[src/core/isms_pkg.sv]
// constants, field layouts and carrier types for the i2c channel status block
// assumes a classic wishbone slave port and the i2c engines outside the block
// Behaviour
// - status bit 7 set flushes channel transmit fifo
// - slave busy bit follows slave channel activity
// - slave no-ack when remote read finds fifo empty
// - slave rx overflow set, cleared by rx read
// - slave rx irq set per byte, cleared by read
// - slave tx irq at end, cleared by tx write
// - slave tx underflow set, cleared by tx write
// - slave tx empty while fifo empty
// - master busy bit follows master channel activity
// - arbitration loss held until bus free again
// - master full fifo withholds ack, sets no-ack
// - master rx overflow set, cleared by rx read
// - master rx irq per byte, cleared by read
// - master tx irq at end, cleared by write
// - master tx empty while fifo empty
package isms_pkg;
	// register byte offsets on the wishbone port
	localparam logic [7:0] OFF_SSTA  = 8'h00;
	localparam logic [7:0] OFF_MSTA  = 8'h04;
	localparam logic [7:0] OFF_SRX   = 8'h08;
	localparam logic [7:0] OFF_STX   = 8'h0C;
	localparam logic [7:0] OFF_MRX   = 8'h10;
	localparam logic [7:0] OFF_MTX   = 8'h14;
	localparam logic [7:0] OFF_ISTAT = 8'h18;
	localparam logic [7:0] OFF_IMASK = 8'h1C;
	// fifo geometry
	localparam int         FIFO_DEPTH = 4;
	localparam int         PTR_W      = 2;
	localparam int         CNT_W      = 3;
	localparam logic [2:0] CNT_FULL   = 3'h4;
	// fifo indices
	localparam int FI_SRX = 0;
	localparam int FI_STX = 1;
	localparam int FI_MRX = 2;
	localparam int FI_MTX = 3;
	localparam int N_FIFO = 4;
	// status flag indices inside the flag vector
	localparam int FL_SBUSY  = 0;
	localparam int FL_SNOACK = 1;
	localparam int FL_SOVF   = 2;
	localparam int FL_SRXI   = 3;
	localparam int FL_STXI   = 4;
	localparam int FL_SUNF   = 5;
	localparam int FL_MBUSY  = 6;
	localparam int FL_MARB   = 7;
	localparam int FL_MNOACK = 8;
	localparam int FL_MOVF   = 9;
	localparam int FL_MRXI   = 10;
	localparam int FL_MTXI   = 11;
	localparam int N_FLAG    = 12;
	// status register bit positions
	localparam int SB_FLUSH = 7;
	// interrupt status / mask bit positions
	localparam int IB_SRX = 0;
	localparam int IB_STX = 1;
	localparam int IB_SOVF = 2;
	localparam int IB_SUNF = 3;
	localparam int IB_MRX = 4;
	localparam int IB_MTX = 5;
	localparam int IB_MOVF = 6;
	localparam int IB_MARB = 7;
	// reset values
	localparam logic [7:0]  BYTE_RST = 8'h00;
	localparam logic [31:0] WORD_RST = 32'h00000000;
	// one byte with its strobe
	typedef struct packed {
		logic       valid;
		logic [7:0] data;
	} isms_byte_t;
	// bus slave states
	typedef enum logic {WB_IDLE, WB_ACK} isms_wb_t;
endpackage

[src/core/isms_top.sv]
// status flags, transmit/receive fifos and wishbone registers of an i2c
// slave channel and master channel; the bit engines sit outside and talk
// to this block through byte strobes and busy / arbitration levels
`timescale 1ns/1ns
module isms_top (
	input  wire logic                clk_sys_in,
	input  wire logic                resetn_in,
	input  wire logic                wb_cyc_in,
	input  wire logic                wb_stb_in,
	input  wire logic                wb_we_in,
	input  wire logic [7:0]          wb_adr_in,
	input  wire logic [3:0]          wb_sel_in,
	input  wire logic [31:0]         wb_dat_in,
	output logic      [31:0]         wb_dat_out,
	output logic                     wb_ack_out,
	output logic                     irq_out,
	input  wire logic                slv_busy_in,
	input  wire isms_pkg::isms_byte_t slv_rx_in,
	input  wire logic                slv_tx_req_in,
	output isms_pkg::isms_byte_t     slv_tx_out,
	input  wire logic                slv_tx_done_in,
	input  wire logic                mst_busy_in,
	input  wire logic                mst_arb_lost_in,
	input  wire logic                mst_bus_free_in,
	input  wire isms_pkg::isms_byte_t mst_rx_in,
	output logic                     mst_rx_ack_out,
	input  wire logic                mst_tx_req_in,
	output isms_pkg::isms_byte_t     mst_tx_out,
	input  wire logic                mst_tx_done_in
);
	// address match, shared by every decode
	function automatic logic hit(input logic [7:0] a, input logic [7:0] off);
		hit = (a == off);
	endfunction

	isms_pkg::isms_wb_t          wb_st_r;        // bus slave state
	logic                        acc;            // new access this cycle
	logic                        rd_acc;         // read access
	logic                        wr_acc;         // write access, low lane on
	logic                        rd_srx;         // slave rx data read
	logic                        rd_mrx;         // master rx data read
	logic                        wr_stx;         // slave tx data write
	logic                        wr_mtx;         // master tx data write
	logic                        flush_s_r;      // slave tx flush control
	logic                        flush_m_r;      // master tx flush control
	logic [isms_pkg::N_FIFO-1:0] push;           // fifo write strobes
	logic [isms_pkg::N_FIFO-1:0] pop;            // fifo read strobes
	logic [isms_pkg::N_FIFO-1:0] clr;            // fifo flush
	logic [isms_pkg::N_FIFO-1:0] full;           // fifo full
	logic [isms_pkg::N_FIFO-1:0] empty;          // fifo empty
	logic [7:0]                  din  [isms_pkg::N_FIFO]; // fifo write data
	logic [7:0]                  head [isms_pkg::N_FIFO]; // fifo oldest byte
	logic [isms_pkg::N_FLAG-1:0] fl_set;         // flag set terms
	logic [isms_pkg::N_FLAG-1:0] fl_clr;         // flag clear terms
	logic [isms_pkg::N_FLAG-1:0] flag_r;         // status flags
	logic [7:0]                  ssta;           // slave status view
	logic [7:0]                  msta;           // master status view
	logic [7:0]                  ev;             // interrupt events
	logic [7:0]                  istat_r;        // sticky interrupt status
	logic [7:0]                  imask_r;        // interrupt mask

	// bus decode
	assign acc    = wb_cyc_in && wb_stb_in && (wb_st_r == isms_pkg::WB_IDLE);
	assign rd_acc = acc && !wb_we_in;
	assign wr_acc = acc && wb_we_in && wb_sel_in[0];
	assign rd_srx = rd_acc && hit(wb_adr_in, isms_pkg::OFF_SRX);
	assign rd_mrx = rd_acc && hit(wb_adr_in, isms_pkg::OFF_MRX);
	assign wr_stx = wr_acc && hit(wb_adr_in, isms_pkg::OFF_STX);
	assign wr_mtx = wr_acc && hit(wb_adr_in, isms_pkg::OFF_MTX);

	// bus slave: one wait state, ack for exactly one cycle, also when unmapped
	always_ff @(posedge clk_sys_in) begin
		if (!resetn_in) begin
			wb_st_r <= isms_pkg::WB_IDLE;
		end else begin
			case (wb_st_r)
				isms_pkg::WB_IDLE: begin
					if (acc) begin
						wb_st_r <= isms_pkg::WB_ACK;
					end
				end
				default: begin
					wb_st_r <= isms_pkg::WB_IDLE;
				end
			endcase
		end
	end
	assign wb_ack_out = (wb_st_r == isms_pkg::WB_ACK);

	// flush controls, only software owned bits of the status registers
	always_ff @(posedge clk_sys_in) begin
		if (!resetn_in) begin
			flush_s_r <= 1'b0;
			flush_m_r <= 1'b0;
		end else if (wr_acc) begin
			if (hit(wb_adr_in, isms_pkg::OFF_SSTA)) begin
				flush_s_r <= wb_dat_in[isms_pkg::SB_FLUSH];
			end else if (hit(wb_adr_in, isms_pkg::OFF_MSTA)) begin
				flush_m_r <= wb_dat_in[isms_pkg::SB_FLUSH];
			end
		end
	end

	// fifo strobes; writes while flushing or full are dropped on purpose,
	// so a full tx fifo never wraps over bytes still queued
	always_comb begin
		push[isms_pkg::FI_SRX] = slv_rx_in.valid && !full[isms_pkg::FI_SRX];
		pop[isms_pkg::FI_SRX]  = rd_srx && !empty[isms_pkg::FI_SRX];
		din[isms_pkg::FI_SRX]  = slv_rx_in.data;
		clr[isms_pkg::FI_SRX]  = 1'b0;
		push[isms_pkg::FI_STX] = wr_stx && !flush_s_r && !full[isms_pkg::FI_STX];
		pop[isms_pkg::FI_STX]  = slv_tx_req_in && !empty[isms_pkg::FI_STX];
		din[isms_pkg::FI_STX]  = wb_dat_in[7:0];
		clr[isms_pkg::FI_STX]  = flush_s_r;
		push[isms_pkg::FI_MRX] = mst_rx_in.valid && !full[isms_pkg::FI_MRX];
		pop[isms_pkg::FI_MRX]  = rd_mrx && !empty[isms_pkg::FI_MRX];
		din[isms_pkg::FI_MRX]  = mst_rx_in.data;
		clr[isms_pkg::FI_MRX]  = 1'b0;
		push[isms_pkg::FI_MTX] = wr_mtx && !flush_m_r && !full[isms_pkg::FI_MTX];
		pop[isms_pkg::FI_MTX]  = mst_tx_req_in && !empty[isms_pkg::FI_MTX];
		din[isms_pkg::FI_MTX]  = wb_dat_in[7:0];
		clr[isms_pkg::FI_MTX]  = flush_m_r;
	end

	// four byte fifos of one shape
	genvar g;
	generate
		for (g = 0; g < isms_pkg::N_FIFO; g = g + 1) begin : gen_fifo
			logic [7:0]                 mem [isms_pkg::FIFO_DEPTH]; // storage
			logic [isms_pkg::PTR_W-1:0] wp_r;   // write pointer
			logic [isms_pkg::PTR_W-1:0] rp_r;   // read pointer
			logic [isms_pkg::CNT_W-1:0] cnt_r;  // fill level
			// storage needs no reset, the count guards it
			always_ff @(posedge clk_sys_in) begin
				if (push[g]) begin
					mem[wp_r] <= din[g];
				end
			end
			// pointers and level; flush beats both strobes
			always_ff @(posedge clk_sys_in) begin
				if (!resetn_in || clr[g]) begin
					wp_r  <= '0;
					rp_r  <= '0;
					cnt_r <= '0;
				end else begin
					if (push[g]) begin
						wp_r <= wp_r + isms_pkg::PTR_W'(1);
					end
					if (pop[g]) begin
						rp_r <= rp_r + isms_pkg::PTR_W'(1);
					end
					if (push[g] && !pop[g]) begin
						cnt_r <= cnt_r + isms_pkg::CNT_W'(1);
					end else if (pop[g] && !push[g]) begin
						cnt_r <= cnt_r - isms_pkg::CNT_W'(1);
					end
				end
			end
			assign full[g]  = (cnt_r == isms_pkg::CNT_FULL);
			assign empty[g] = (cnt_r == '0);
			assign head[g]  = mem[rp_r];
		end
	endgenerate

	// flag set and clear terms; a set in the clearing cycle wins
	always_comb begin
		fl_set[isms_pkg::FL_SBUSY]  = slv_busy_in;
		fl_clr[isms_pkg::FL_SBUSY]  = !slv_busy_in;
		fl_set[isms_pkg::FL_SNOACK] = slv_tx_req_in && empty[isms_pkg::FI_STX];
		fl_clr[isms_pkg::FL_SNOACK] = !slv_busy_in;
		fl_set[isms_pkg::FL_SOVF]   = slv_rx_in.valid && full[isms_pkg::FI_SRX];
		fl_clr[isms_pkg::FL_SOVF]   = rd_srx;
		fl_set[isms_pkg::FL_SRXI]   = slv_rx_in.valid;
		fl_clr[isms_pkg::FL_SRXI]   = rd_srx;
		fl_set[isms_pkg::FL_STXI]   = slv_tx_done_in;
		fl_clr[isms_pkg::FL_STXI]   = wr_stx;
		fl_set[isms_pkg::FL_SUNF]   = slv_tx_req_in && empty[isms_pkg::FI_STX];
		fl_clr[isms_pkg::FL_SUNF]   = wr_stx;
		fl_set[isms_pkg::FL_MBUSY]  = mst_busy_in;
		fl_clr[isms_pkg::FL_MBUSY]  = !mst_busy_in;
		fl_set[isms_pkg::FL_MARB]   = mst_arb_lost_in;
		fl_clr[isms_pkg::FL_MARB]   = mst_bus_free_in;
		fl_set[isms_pkg::FL_MNOACK] = mst_rx_in.valid && full[isms_pkg::FI_MRX];
		fl_clr[isms_pkg::FL_MNOACK] = !mst_busy_in;
		fl_set[isms_pkg::FL_MOVF]   = mst_rx_in.valid && full[isms_pkg::FI_MRX];
		fl_clr[isms_pkg::FL_MOVF]   = rd_mrx;
		fl_set[isms_pkg::FL_MRXI]   = mst_rx_in.valid;
		fl_clr[isms_pkg::FL_MRXI]   = rd_mrx;
		fl_set[isms_pkg::FL_MTXI]   = mst_tx_done_in;
		fl_clr[isms_pkg::FL_MTXI]   = wr_mtx;
	end

	// flags move only on own terms
	generate
		for (g = 0; g < isms_pkg::N_FLAG; g = g + 1) begin : gen_flag
			always_ff @(posedge clk_sys_in) begin
				if (!resetn_in) begin
					flag_r[g] <= 1'b0;
				end else if (fl_set[g]) begin
					flag_r[g] <= 1'b1;
				end else if (fl_clr[g]) begin
					flag_r[g] <= 1'b0;
				end
			end
		end
	endgenerate

	// ack withheld while rx fifo full
	assign mst_rx_ack_out = !full[isms_pkg::FI_MRX];

	// status views; empty bits come straight from the fifo level
	always_comb begin
		ssta = {flush_s_r, flag_r[isms_pkg::FL_SBUSY], flag_r[isms_pkg::FL_SNOACK],
			flag_r[isms_pkg::FL_SOVF], flag_r[isms_pkg::FL_SRXI],
			flag_r[isms_pkg::FL_STXI], flag_r[isms_pkg::FL_SUNF],
			empty[isms_pkg::FI_STX]};
		msta = {flush_m_r, flag_r[isms_pkg::FL_MBUSY], flag_r[isms_pkg::FL_MARB],
			flag_r[isms_pkg::FL_MNOACK], flag_r[isms_pkg::FL_MOVF],
			flag_r[isms_pkg::FL_MRXI], flag_r[isms_pkg::FL_MTXI],
			empty[isms_pkg::FI_MTX]};
	end

	// read data, taken at the access edge; unmapped reads as zero
	always_ff @(posedge clk_sys_in) begin
		if (!resetn_in) begin
			wb_dat_out <= isms_pkg::WORD_RST;
		end else if (rd_acc) begin
			if (hit(wb_adr_in, isms_pkg::OFF_SSTA)) begin
				wb_dat_out <= {24'h000000, ssta};
			end else if (hit(wb_adr_in, isms_pkg::OFF_MSTA)) begin
				wb_dat_out <= {24'h000000, msta};
			end else if (rd_srx) begin
				wb_dat_out <= {24'h000000, empty[isms_pkg::FI_SRX] ?
					isms_pkg::BYTE_RST : head[isms_pkg::FI_SRX]};
			end else if (rd_mrx) begin
				wb_dat_out <= {24'h000000, empty[isms_pkg::FI_MRX] ?
					isms_pkg::BYTE_RST : head[isms_pkg::FI_MRX]};
			end else if (hit(wb_adr_in, isms_pkg::OFF_ISTAT)) begin
				wb_dat_out <= {24'h000000, istat_r};
			end else if (hit(wb_adr_in, isms_pkg::OFF_IMASK)) begin
				wb_dat_out <= {24'h000000, imask_r};
			end else begin
				wb_dat_out <= isms_pkg::WORD_RST;
			end
		end
	end

	// tx bytes to the engines, valid for one cycle after each request that finds the fifo not empty
	always_ff @(posedge clk_sys_in) begin
		if (!resetn_in) begin
			slv_tx_out <= '0;
			mst_tx_out <= '0;
		end else begin
			slv_tx_out.valid <= pop[isms_pkg::FI_STX];
			mst_tx_out.valid <= pop[isms_pkg::FI_MTX];
			// data stands until the next request takes a byte
			if (pop[isms_pkg::FI_STX]) begin
				slv_tx_out.data <= head[isms_pkg::FI_STX];
			end
			if (pop[isms_pkg::FI_MTX]) begin
				mst_tx_out.data <= head[isms_pkg::FI_MTX];
			end
		end
	end

	// interrupt events
	always_comb begin
		ev = '0;
		ev[isms_pkg::IB_SRX]  = fl_set[isms_pkg::FL_SRXI];
		ev[isms_pkg::IB_STX]  = fl_set[isms_pkg::FL_STXI];
		ev[isms_pkg::IB_SOVF] = fl_set[isms_pkg::FL_SOVF];
		ev[isms_pkg::IB_SUNF] = fl_set[isms_pkg::FL_SUNF];
		ev[isms_pkg::IB_MRX]  = fl_set[isms_pkg::FL_MRXI];
		ev[isms_pkg::IB_MTX]  = fl_set[isms_pkg::FL_MTXI];
		ev[isms_pkg::IB_MOVF] = fl_set[isms_pkg::FL_MOVF];
		ev[isms_pkg::IB_MARB] = fl_set[isms_pkg::FL_MARB];
	end

	// sticky status cleared by its read; an event in that cycle survives
	always_ff @(posedge clk_sys_in) begin
		if (!resetn_in) begin
			istat_r <= isms_pkg::BYTE_RST;
		end else if (rd_acc && hit(wb_adr_in, isms_pkg::OFF_ISTAT)) begin
			istat_r <= ev;
		end else begin
			istat_r <= istat_r | ev;
		end
	end

	// interrupt mask
	always_ff @(posedge clk_sys_in) begin
		if (!resetn_in) begin
			imask_r <= isms_pkg::BYTE_RST;
		end else if (wr_acc && hit(wb_adr_in, isms_pkg::OFF_IMASK)) begin
			imask_r <= wb_dat_in[7:0];
		end
	end
	assign irq_out = |(istat_r & imask_r);
endmodule // isms_top

[config.mk]
export PLATFORM = sky130hd
export DESIGN_NAME = isms_top
export DESIGN_NICKNAME = d
export VERILOG_FILES = /design/src/core/isms_pkg.sv /design/src/core/isms_top.sv
export SDC_FILE = /design/constraint.sdc
export NUM_CORES = 1
export LEC_CHECK = 0
export BUFFER_PORTS_ARGS = -buffer_cell sky130_fd_sc_hd__buf_4
export CAP_MARGIN = 20
export CORE_ASPECT_RATIO = 0.75
export CORE_MARGIN = 3
export CORE_UTILIZATION = 57
export DETAILED_ROUTE_END_ITERATION = 8
export GPL_TIMING_DRIVEN = 1
export PLACE_DENSITY = 0.87
export SETUP_SLACK_MARGIN = 0.2
export SYNTH_ARGS = -nofsm -noshare
export SYNTH_HDL_FRONTEND = slang
export SYNTH_SLANG_ARGS = --single-unit
[constraint.sdc]
create_clock -name clk_sys_in -period 3.2 [get_ports clk_sys_in]
set_input_delay 0.48 -clock clk_sys_in [delete_from_list [all_inputs] [get_ports clk_sys_in]]
set_output_delay 0.48 -clock clk_sys_in [all_outputs]
set_load 0.03 [all_outputs]
# Word level (Yosys, flattened, before mapping)
# Memory sizes are Yosys's and may differ from the RTL's. A register that Yosys moved wholly into a read port is not among the register bits.
# Cells that the tools add are included.
[word_totals]
ram_bits = 128
n_memories = 4
reg_bits = 93
input_bits = 75
[memory_table]
columns = ["name", "words", "width", "read_ports", "rd_clocked_by_memory_dff", "wr", "line", "rtl"]
rows = [
  ["gen_fifo[0].mem", 4, 8, 1, 1, 1, "isms_top.sv:129", "logic [7:0] mem [isms_pkg::FIFO_DEPTH];"],
  ["gen_fifo[1].mem", 4, 8, 1, 1, 1, "isms_top.sv:129", ""],
  ["gen_fifo[2].mem", 4, 8, 1, 1, 1, "isms_top.sv:129", ""],
  ["gen_fifo[3].mem", 4, 8, 1, 1, 1, "isms_top.sv:129", ""],
]
[classes]
n_addsub = 16
n_reduce_logical = 77
mux = 49
n_eq_ne = 13
bitwise = 5
[op_table]
columns = ["op", "n"]
rows = [
  ["$mux W8", 9],
  ["$eq A8 B5 Y1 const B", 4],
  ["$logic_and A1 B1 Y1", 32],
  ["$mux W1", 28],
  ["$mux W3", 8],
  ["$reduce_bool A2 Y1", 12],
  ["$logic_not A1 Y1", 22],
  ["$add A2 B1 Y2 const B", 8],
  ["$eq A8 B4 Y1 const B", 2],
  ["$add A3 B1 Y3 const B", 4],
  ["$eq A3 B3 Y1 const B", 4],
  ["$logic_not A3 Y1", 4],
  ["$sub A3 B1 Y3 const B", 4],
  ["$and A8 B8 Y8", 1],
  ["$eq A8 B3 Y1 const B", 1],
  ["$logic_not A8 Y1", 1],
  ["$mux W2", 4],
  ["$or A8 B8 Y8", 1],
  ["$reduce_or A8 Y1", 1],
  ["$ne A2 B1 Y1 const B", 2],
  ["$not A1 Y1", 3],
  ["$reduce_and A3 Y1", 1],
  ["$logic_or A1 B1 Y1", 2],
  ["$reduce_and A2 Y1", 1],
  ["$reduce_or A2 Y1", 1],
]

# Logic depth before layout (Yosys ltp)
# Gate-level depths: netlist (run 1).
[depth]
depth_word = 11
depth_mapped = 10
ltp_nobuf = 10

# Least setup slack after synthesis (run 1)
# Ideal clock, no wire load.
[synth_path]
path_kind = "input to register"
from = "input wb_adr_in[5]"
to = "register gen_fifo[3].cnt_r[2] (netlist name)"
stages = 10
path_buffers = 0
arrival_time_ps = 2671
setup_slack_ps = 458
path_cell_list = "nor4b_4 > nand4_1 > a21oi_1 > nor2b_1 > ha_1 > inv_1 > fa_1 > xor2_1 > or3_1 > a21oi_1"
[synth_via]
elab_chain_len = 7
word_cells_on_any_way = 9
classes_between = "eq/ne (1); mux (1); reduce/logical (7)"
[synth_lines]
columns = ["element", "line", "rtl"]
rows = [
  ["start, declared", "isms_top.sv:11", "input wire logic [7:0] wb_adr_in,"],
  ["$eq A8 B5 Y1 *", "isms_top.sv:33", "hit = (a == off);"],
  ["$logic_and A1 B1 Y1 *", "isms_top.sv:69", "assign wr_mtx = wr_acc && hit(wb_adr_in, isms_pkg::OFF_MTX);"],
  ["$logic_and A1 B1 Y1 * (2 in series)", "isms_top.sv:119", "push[isms_pkg::FI_MTX] = wr_mtx && !flush_m_r && !full[isms_pkg::FI_MTX];"],
  ["named net push, one bit", "isms_top.sv:46", "logic [isms_pkg::N_FIFO-1:0] push;"],
  ["$logic_not A1 Y1", "isms_top.sv:154", "end else if (pop[g] && !push[g]) begin"],
  ["$logic_and A1 B1 Y1", "isms_top.sv:154", ""],
  ["$reduce_bool A2 Y1 (no line)", "--", ""],
  ["end signal, assigned", "isms_top.sv:153", "cnt_r <= cnt_r + isms_pkg::CNT_W'(1);"],
  ["end signal, assigned", "isms_top.sv:155", "cnt_r <= cnt_r - isms_pkg::CNT_W'(1);"],
  ["end, declared", "isms_top.sv:132", "logic [isms_pkg::CNT_W-1:0] cnt_r;"],
]
# Mark *: on every way through the listed nets, which the timed path passes. The rest lies on a longest branch.
# A chain may end at the register's enable or synchronous reset.

# Worst setup path in the final report (run 1)
[layout_path]
from = "register wb_st_r (netlist: wb_ack_out)"
to = "register gen_fifo[3].cnt_r[2] (netlist name)"
[layout_via]
elab_chain_len = 10
word_cells_on_any_way = 12
classes_between = "mux (1); bitwise (1); reduce/logical (10)"
[layout_lines]
columns = ["element", "line", "rtl"]
rows = [
  ["start, declared", "isms_top.sv:36", "isms_pkg::isms_wb_t wb_st_r;"],
  ["start signal, assigned", "isms_top.sv:74", "wb_st_r <= isms_pkg::WB_IDLE;"],
  ["start signal, assigned", "isms_top.sv:79", "wb_st_r <= isms_pkg::WB_ACK;"],
  ["start signal, assigned", "isms_top.sv:83", "wb_st_r <= isms_pkg::WB_IDLE;"],
  ["$not A1 Y1 *", "--", ""],
  ["$logic_and A1 B1 Y1 *", "isms_top.sv:63", "assign acc = wb_cyc_in && wb_stb_in && (wb_st_r == isms_pkg::WB_IDLE);"],
  ["$logic_and A1 B1 Y1 * (2 in series)", "isms_top.sv:65", "assign wr_acc = acc && wb_we_in && wb_sel_in[0];"],
  ["$logic_and A1 B1 Y1 *", "isms_top.sv:69", ""],
  ["$logic_and A1 B1 Y1 * (2 in series)", "isms_top.sv:119", ""],
  ["named net push, one bit", "isms_top.sv:46", ""],
  ["$logic_not A1 Y1", "isms_top.sv:154", ""],
  ["$logic_and A1 B1 Y1", "isms_top.sv:154", ""],
  ["$reduce_bool A2 Y1 (no line)", "--", ""],
]
# Marked as above.

==> metrics, run 1 <==
WP data required 3620 ps; WP buf/inv 1; crit path max fanout 5; Internal 5.051 mW; GR peak layer met2; CP cell instances and3b_1, nand4_1, a21oi_1, nor2b_2, ha_1, inv_1, fa_1, xor2_1, or3_1, a21oi_1; cell leakage power 3.718 nW; Root Driver clkbuf_16; syn_area_per_cell 13.98 um^2; HP Class input port to register; # port buffers 76; WHS 192.6 ps; wirelength, routed 20.65 mm; CTS Buf Count 21; Clk network pwr share 0.351; Synth Area in Adders 0.03680; Die Height 114.7 um; DP Area 0.009673 mm^2; Longest Clk Path Bufs 3; H-tree depth 1; Fin. Hold Viols 0; Core Region 0.01532 mm^2; async set or reset register ratio after synthesis 0; P&R area growth vs syn 15.32%; XOR/XNOR Fraction of Synth Area 0.01951; vias in the first global route 5787; top-area cell type share of the netlist area 0.4282; post-place setup slack 58.47 ps; Mapped Area 0.008976 mm^2; Final Slew Violations 0; Net Switching 1.917 mW; met2 usage 0.4040; crit-path max cell delay 380 ps; 1st-pass router iterations 5; global routing usage on met1 0.3148; pin slew with the least headroom to its limit 703.8 ps; final net count 823; antenna violations before repair 0; DIE AREA 0.01730 mm^2; main combinational cell family by area after synthesis simple AND/OR/NAND/NOR gates; Crit path max-delay family simple AND/OR/NAND/NOR gates; hpwl dp 13.31 mm; CP startpoint kind register; critical path's most frequent cell a21oi_1; dominant cells by area after synthesis edfxtp_1 43%, dfxtp_1 20%, mux4_2 8.0%; CTS tree done; Cells after Synth 642; Max transition margin 0.5244; clock latency on the worst-skew pair 490 ps; Arr. time, crit path 3260 ps; CTS Sinks 217; mux contribution to synthesized area 0.1093; most frequent cell after synthesis edfxtp_1; FF+latch count, synth 217; cell area after layout 0.01035 mm^2; fin crit share 0.8873; largest net degree at the start of global routing 45; Ant. Diodes 0; Total Power 6.968 mW; Setup CP Type register to register; Seq pwr share 0.484; worst setup margin 360.6 ps; status finished, final reports clean; clk_skew 16.36 ps; Synth Area in Simple Gates 0.1101; ys flop type edfxtp_1; post-synth top area cell edfxtp_1; DRC 0; DR iter-0 viols 628; Post-DRT Antenna Nets 0; Final Setup Violations 0; Starting Density 0.5858; Post-synth EDFFs 128; die width 150.9 um; RSZ-0062 raised after global routing no; clk slew on worst S/H paths 70 ps; peak supply drop 0.0003316 V; RD Place Congestion 0.7666; Peak Freq 0.3522 GHz; Seq/Total Area, Yosys 0.6267; Compound-Gate Fraction of Synth Area 0.05966; Switching Fraction 0.2751; Commonest cells post-synth 128 x edfxtp_1, 89 x dfxtp_1, 53 x nand2_1, 34 x nor2b_1, 32 x mux4_2; Tot GR Track Use 0.2423; FP Rows 39; number of placed I/O pins 128; combinational share of power 0.166; type of element capturing the critical path register; PwrDens 673.2 mW/mm^2; Worst path slowest cell fa_1; DR WL/cell 21.90 um; GRT met3 Usage 0.04709; via count 5626; synth warn 0; Yosys cell types 46; detail-routed via count per cell 5.966; global-route wire length before repair 32.08 mm; layout cells sized above 1 0.2182; total gr overflow 0; Max Cap Violations 0; setup TNS 0 ps; Final min period 2839 ps
## per-stage QoR
stage | std cells | util
2_1_floorplan | 665 | -
6_report | 943 | 0.6756
4_1_cts | 943 | 0.6754
3_3_place_gp | 906 | 0.6313
5_1_grt | 943 | 0.6756
3_5_place_dp | 906 | 0.6313
## timing repair
action / 4_1_cts / 5_1_grt
resized for setup: 2 / 1
pin swaps: 0 / 0
setup buffers: 0 / 0
setup endpoints to repair: 4 / 1
hold buffers: 0 / 0
## cell families after synthesis
| family | after synthesis |
|---|---|
| simple gates | 176 |
| compound gates | 82 |
| buf+inv | 64 |
| other cells | 1 |
| fa+ha+maj | 24 |
| flops | 217 |
| xor+xnor | 20 |
| mux | 58 |
## placed cells by master, fill, tap and decap left out, types with 3 or more instances in the layout
master	count
a21boi_0	24
a21oi_1	11
a221oi_1	8
a22oi_1	4
and2_1	29
and3_1	5
buf_4	84
clkbuf_1	3
clkbuf_16	21
clkinv_2	5
conb_1	24
dfxtp_1	89
edfxtp_1	128
fa_1	4
ha_1	20
inv_1	14
mux2i_1	26
mux4_2	32
nand2_1	53
nand2b_1	3
nand3_1	3
nand4_1	3
nor2_1	19
nor2b_1	31
nor2b_2	3
nor3_1	6
o21ai_0	22
o22ai_1	8
or3_1	6
xnor2_1	9
xor2_1	11
## worst paths after layout
check | to | start | slack [ps] | depth (start not counted)
setup / recovery | gen_fifo[3].cnt_r[2] | wb_ack_out | 360 | 10
hold / removal | gen_fifo[2].mem[2][3] | mst_rx_in[3] | 190 | 1
setup reg to reg | gen_fifo[3].cnt_r[2] | wb_ack_out | 360 | 10
hold reg to reg | wb_dat_out[6] | wb_dat_out[6] | 460 | 2
## worst reg2reg max path, delay by kind of cell, from the launching register on
kind	cells	cell delay (ps)
AO/OA/AOI/OAI	2	430
XOR/XNOR	1	180
AND/OR/NAND/NOR	4	1170
buffers and inverters	1	60
flip-flops	1	330
adder cells (fa/ha/maj)	2	610
## per-layer routing
metal | vias to the layer above | wire length [um]
li1 | 2449 | -
met3 | 90 | 1719
met5 | - | 0
met4 | 0 | 912
met1 | 2751 | 7857
met2 | 336 | 10160
## power groups by stage
| stage | sequential (mW) | combinational [mW] | clock [mW] |
|---|---|---|---|
| 3_3_place_gp | 3.39 | 1.05 | 0 |
| 3_5_place_dp | 3.42 | 1.12 | 0 |
| 5_1_grt | 3.39 | 1.26 | 2.56 |
| 6_report | 3.37 | 1.15 | 2.44 |
| 2_1_floorplan | 3.48 | 0.664 | 0 |
| 4_1_cts | 3.37 | 1.15 | 2.45 |
## area by class of cell
class,count,area [um^2]
Clock inverter,10,105.1
Multi-Input combinational cell,384,3108
Sequential cell,217,5625
Tap cell,205,256.5
Clock buffer,27,565.5
Timing Repair Buffer,84,630.6
Fill cell,979,4971
Inverter,16,60.06
## flip-flops by register name (all words and copies together) (netlist names), named ones only
name,cells
gen_fifo.cnt_r,12
gen_fifo.rp_r,8
gen_fifo.mem,128
flush_s_r,1
flag_r,12
wb_dat_out,8
gen_fifo.wp_r,8
slv_tx_out,9
imask_r,8
wb_ack_out,1
istat_r,8
mst_tx_out,9
flush_m_r,1
Note: power is estimated with default switching activity, not from simulation.
==> run 2: changes to the inputs <==
Settings changed: BUFFER_PORTS_ARGS -buffer_cell sky130_fd_sc_hd__buf_4 to -buffer_cell sky130_fd_sc_hd__buf_2, CAP_MARGIN 20 to 25.
==> metrics, run 2 (synthesis results as in run 1) <==
hpwl dp 12.70 mm (-4.6%); critical path's most frequent cell a21oi_1; commonest non-fill, non-tap cell in the layout edfxtp_1; DR iter-0 viols 573 (-8.8%); cell count after placement 907 (+0.11%); PwrDens 684.9 mW/mm^2 (+1.7%); commonest non-fill, non-tap cells in the layout 128 x edfxtp_1, 89 x dfxtp_1, 76 x buf_2; vias in the first global route 5675 (-1.9%); Max transition margin 0.4561 (-0.06831); status finished, final reports clean; # port buffers 76 (unchanged); Final Setup Violations 0 (unchanged); Setup CP Type register to register; peak supply drop 0.0003626 V (+9.3%); RD Place Congestion 0.7749 (+1.1%); clk slew on worst S/H paths 60 ps (about the same); CTS tree done; total gr overflow 0 (unchanged); DIE AREA 0.01730 mm^2 (unchanged); crit path max fanout 5 (unchanged); antenna violations before repair 1 (+1); Post-DRT Antenna Nets 0 (unchanged); crit-path max cell delay 370 ps (about the same); DRC 0 (unchanged); wirelength, routed 19.17 mm (-7.2%); FP Rows 39 (unchanged); H-tree depth 1 (unchanged); die width 150.9 um (unchanged); Max Cap Violations 0 (unchanged); cell leakage power 3.698 nW (-0.54%); setup bufs post-CTS 0 (unchanged); Final min period 2792 ps (-47.61 ps); P&R area growth vs syn 13.73%; final std cells w/o fill 946 (+0.32%); CTS Sinks 217 (unchanged); layout cells sized above 1 0.2149 (-0.003292); RSZ-0062 raised after global routing no; setup TNS 0 ps (unchanged); number of placed I/O pins 128 (unchanged); Final Slew Violations 0 (unchanged); Root Driver clkbuf_16; pin slew with the least headroom to its limit 804.9 ps (+101.1 ps); fin crit share 0.8724 (-0.01488); Fin. Hold Viols 0 (unchanged); 1st-pass router iterations 5 (unchanged); Worst path slowest cell fa_1; DR WL/cell 20.26 um (-7.5%); Longest Clk Path Bufs 3 (unchanged); Starting Density 0.5858 (unchanged); biggest regs gen_fifo.mem: 128 flops, flag_r: 12 flops, gen_fifo.cnt_r: 12 flops; Reg2Reg Setup Slack 410 ps (+50 ps); Core Region 0.01532 mm^2 (unchanged); CTS Buf Count 21 (unchanged); via count 5531 (-1.7%); global-route wire length before repair 30.40 mm (-5.2%); final net count 824 (+0.12%); HP Class input port to register; Die Height 114.7 um (unchanged); clock latency on the worst-skew pair 490 ps (about the same); Arr. time, crit path 3200 ps (-60 ps); WP data required 3610 ps (about the same); type of element capturing the critical path register; Peak Freq 0.3582 GHz (+1.7%); max FFs per register 128 (unchanged); clk_skew 9.359 ps (-6.998 ps); largest net degree at the start of global routing 35 (-22%); Tot GR Track Use 0.2250 (-0.01734); CP startpoint kind register; most flop-heavy register gen_fifo.mem; CP cell instances and3b_1, nand4_1, a21oi_1, nor2b_1, ha_1, inv_1, fa_1, xor2_1, or3_1, a21oi_1; detail-routed via count per cell 5.847 (-2.0%)
==> run 2: worst max-delay path: cells and delay by family, from the launching register on <==
kind            cells  cell delay [ps]
compound gates      2              400
xor+xnor            1              180
fa+ha+maj           2              600
buf+inv             1               60
flops               1              330
simple gates        4             1130
==> run 2: cell type report <==
type | instances | area, um^2
Tap cell | 205 | 256.5
Fill cell | 988 | 5114
Timing Repair Buffer | 85 | 447.9
Inverter | 16 | 60.06
Clock inverter | 13 | 170.2
Clock buffer | 25 | 540.5
Antenna cell | 1 | 2.502
Sequential cell | 217 | 5625
Multi-Input combinational cell | 384 | 3105
==> run 2: what timing repair did <==
| action | in CTS | in global routing |
|---|---|---|
| endpoints found under the hold margin | 0 | 0 |
| gates resized for setup | 2 | 0 |
| hold buffers | 0 | 0 |
| setup endpoints to repair | 3 | 0 |
==> run 2: final timing paths <==
check,from,endpoint,cells after the start
worst max-delay path,wb_ack_out,gen_fifo[3].cnt_r[2],10
worst min-delay path,slv_rx_in[3],gen_fifo[0].mem[2][3],1
worst max register to register,wb_ack_out,gen_fifo[3].cnt_r[2],10
worst min register to register,slv_tx_out[5],slv_tx_out[5],2
==> run 2: power by group <==
group | total, mW | internal (mW) | switching, mW | leakage [nW]
combinational | 1.09 | 0.390 | 0.695 | 1.46
clock | 2.55 | 1.54 | 1.01 | 0.351
sequential | 3.36 | 3.19 | 0.170 | 1.89
==> run 2: stage by stage <==
stage	cell area, um^2	setup WS, ps	power (mW)	hold slack (ps)	utilization
after detailed placement	9490	93.72	4.464	452.7	0.6194
after CTS	10210	423.0	7.008	198.2	0.6661
final	10210	408.2	6.992	209.5	0.6663
after floorplan	9062	457.8	4.149	427.2	-
after global routing	10210	239.2	7.251	199.1	0.6661
after global placement	9490	208.1	4.379	439.3	0.6194
==> run 2: routing by layer <==
| layer | track usage | wire length [um] |
|---|---|---|
| met2 | 0.3749 | 9553 |
| met4 | 0.06703 | 486 |
| met1 | 0.3086 | 7728 |
| met5 | 0 | 7 |
| met3 | 0.03641 | 1389 |
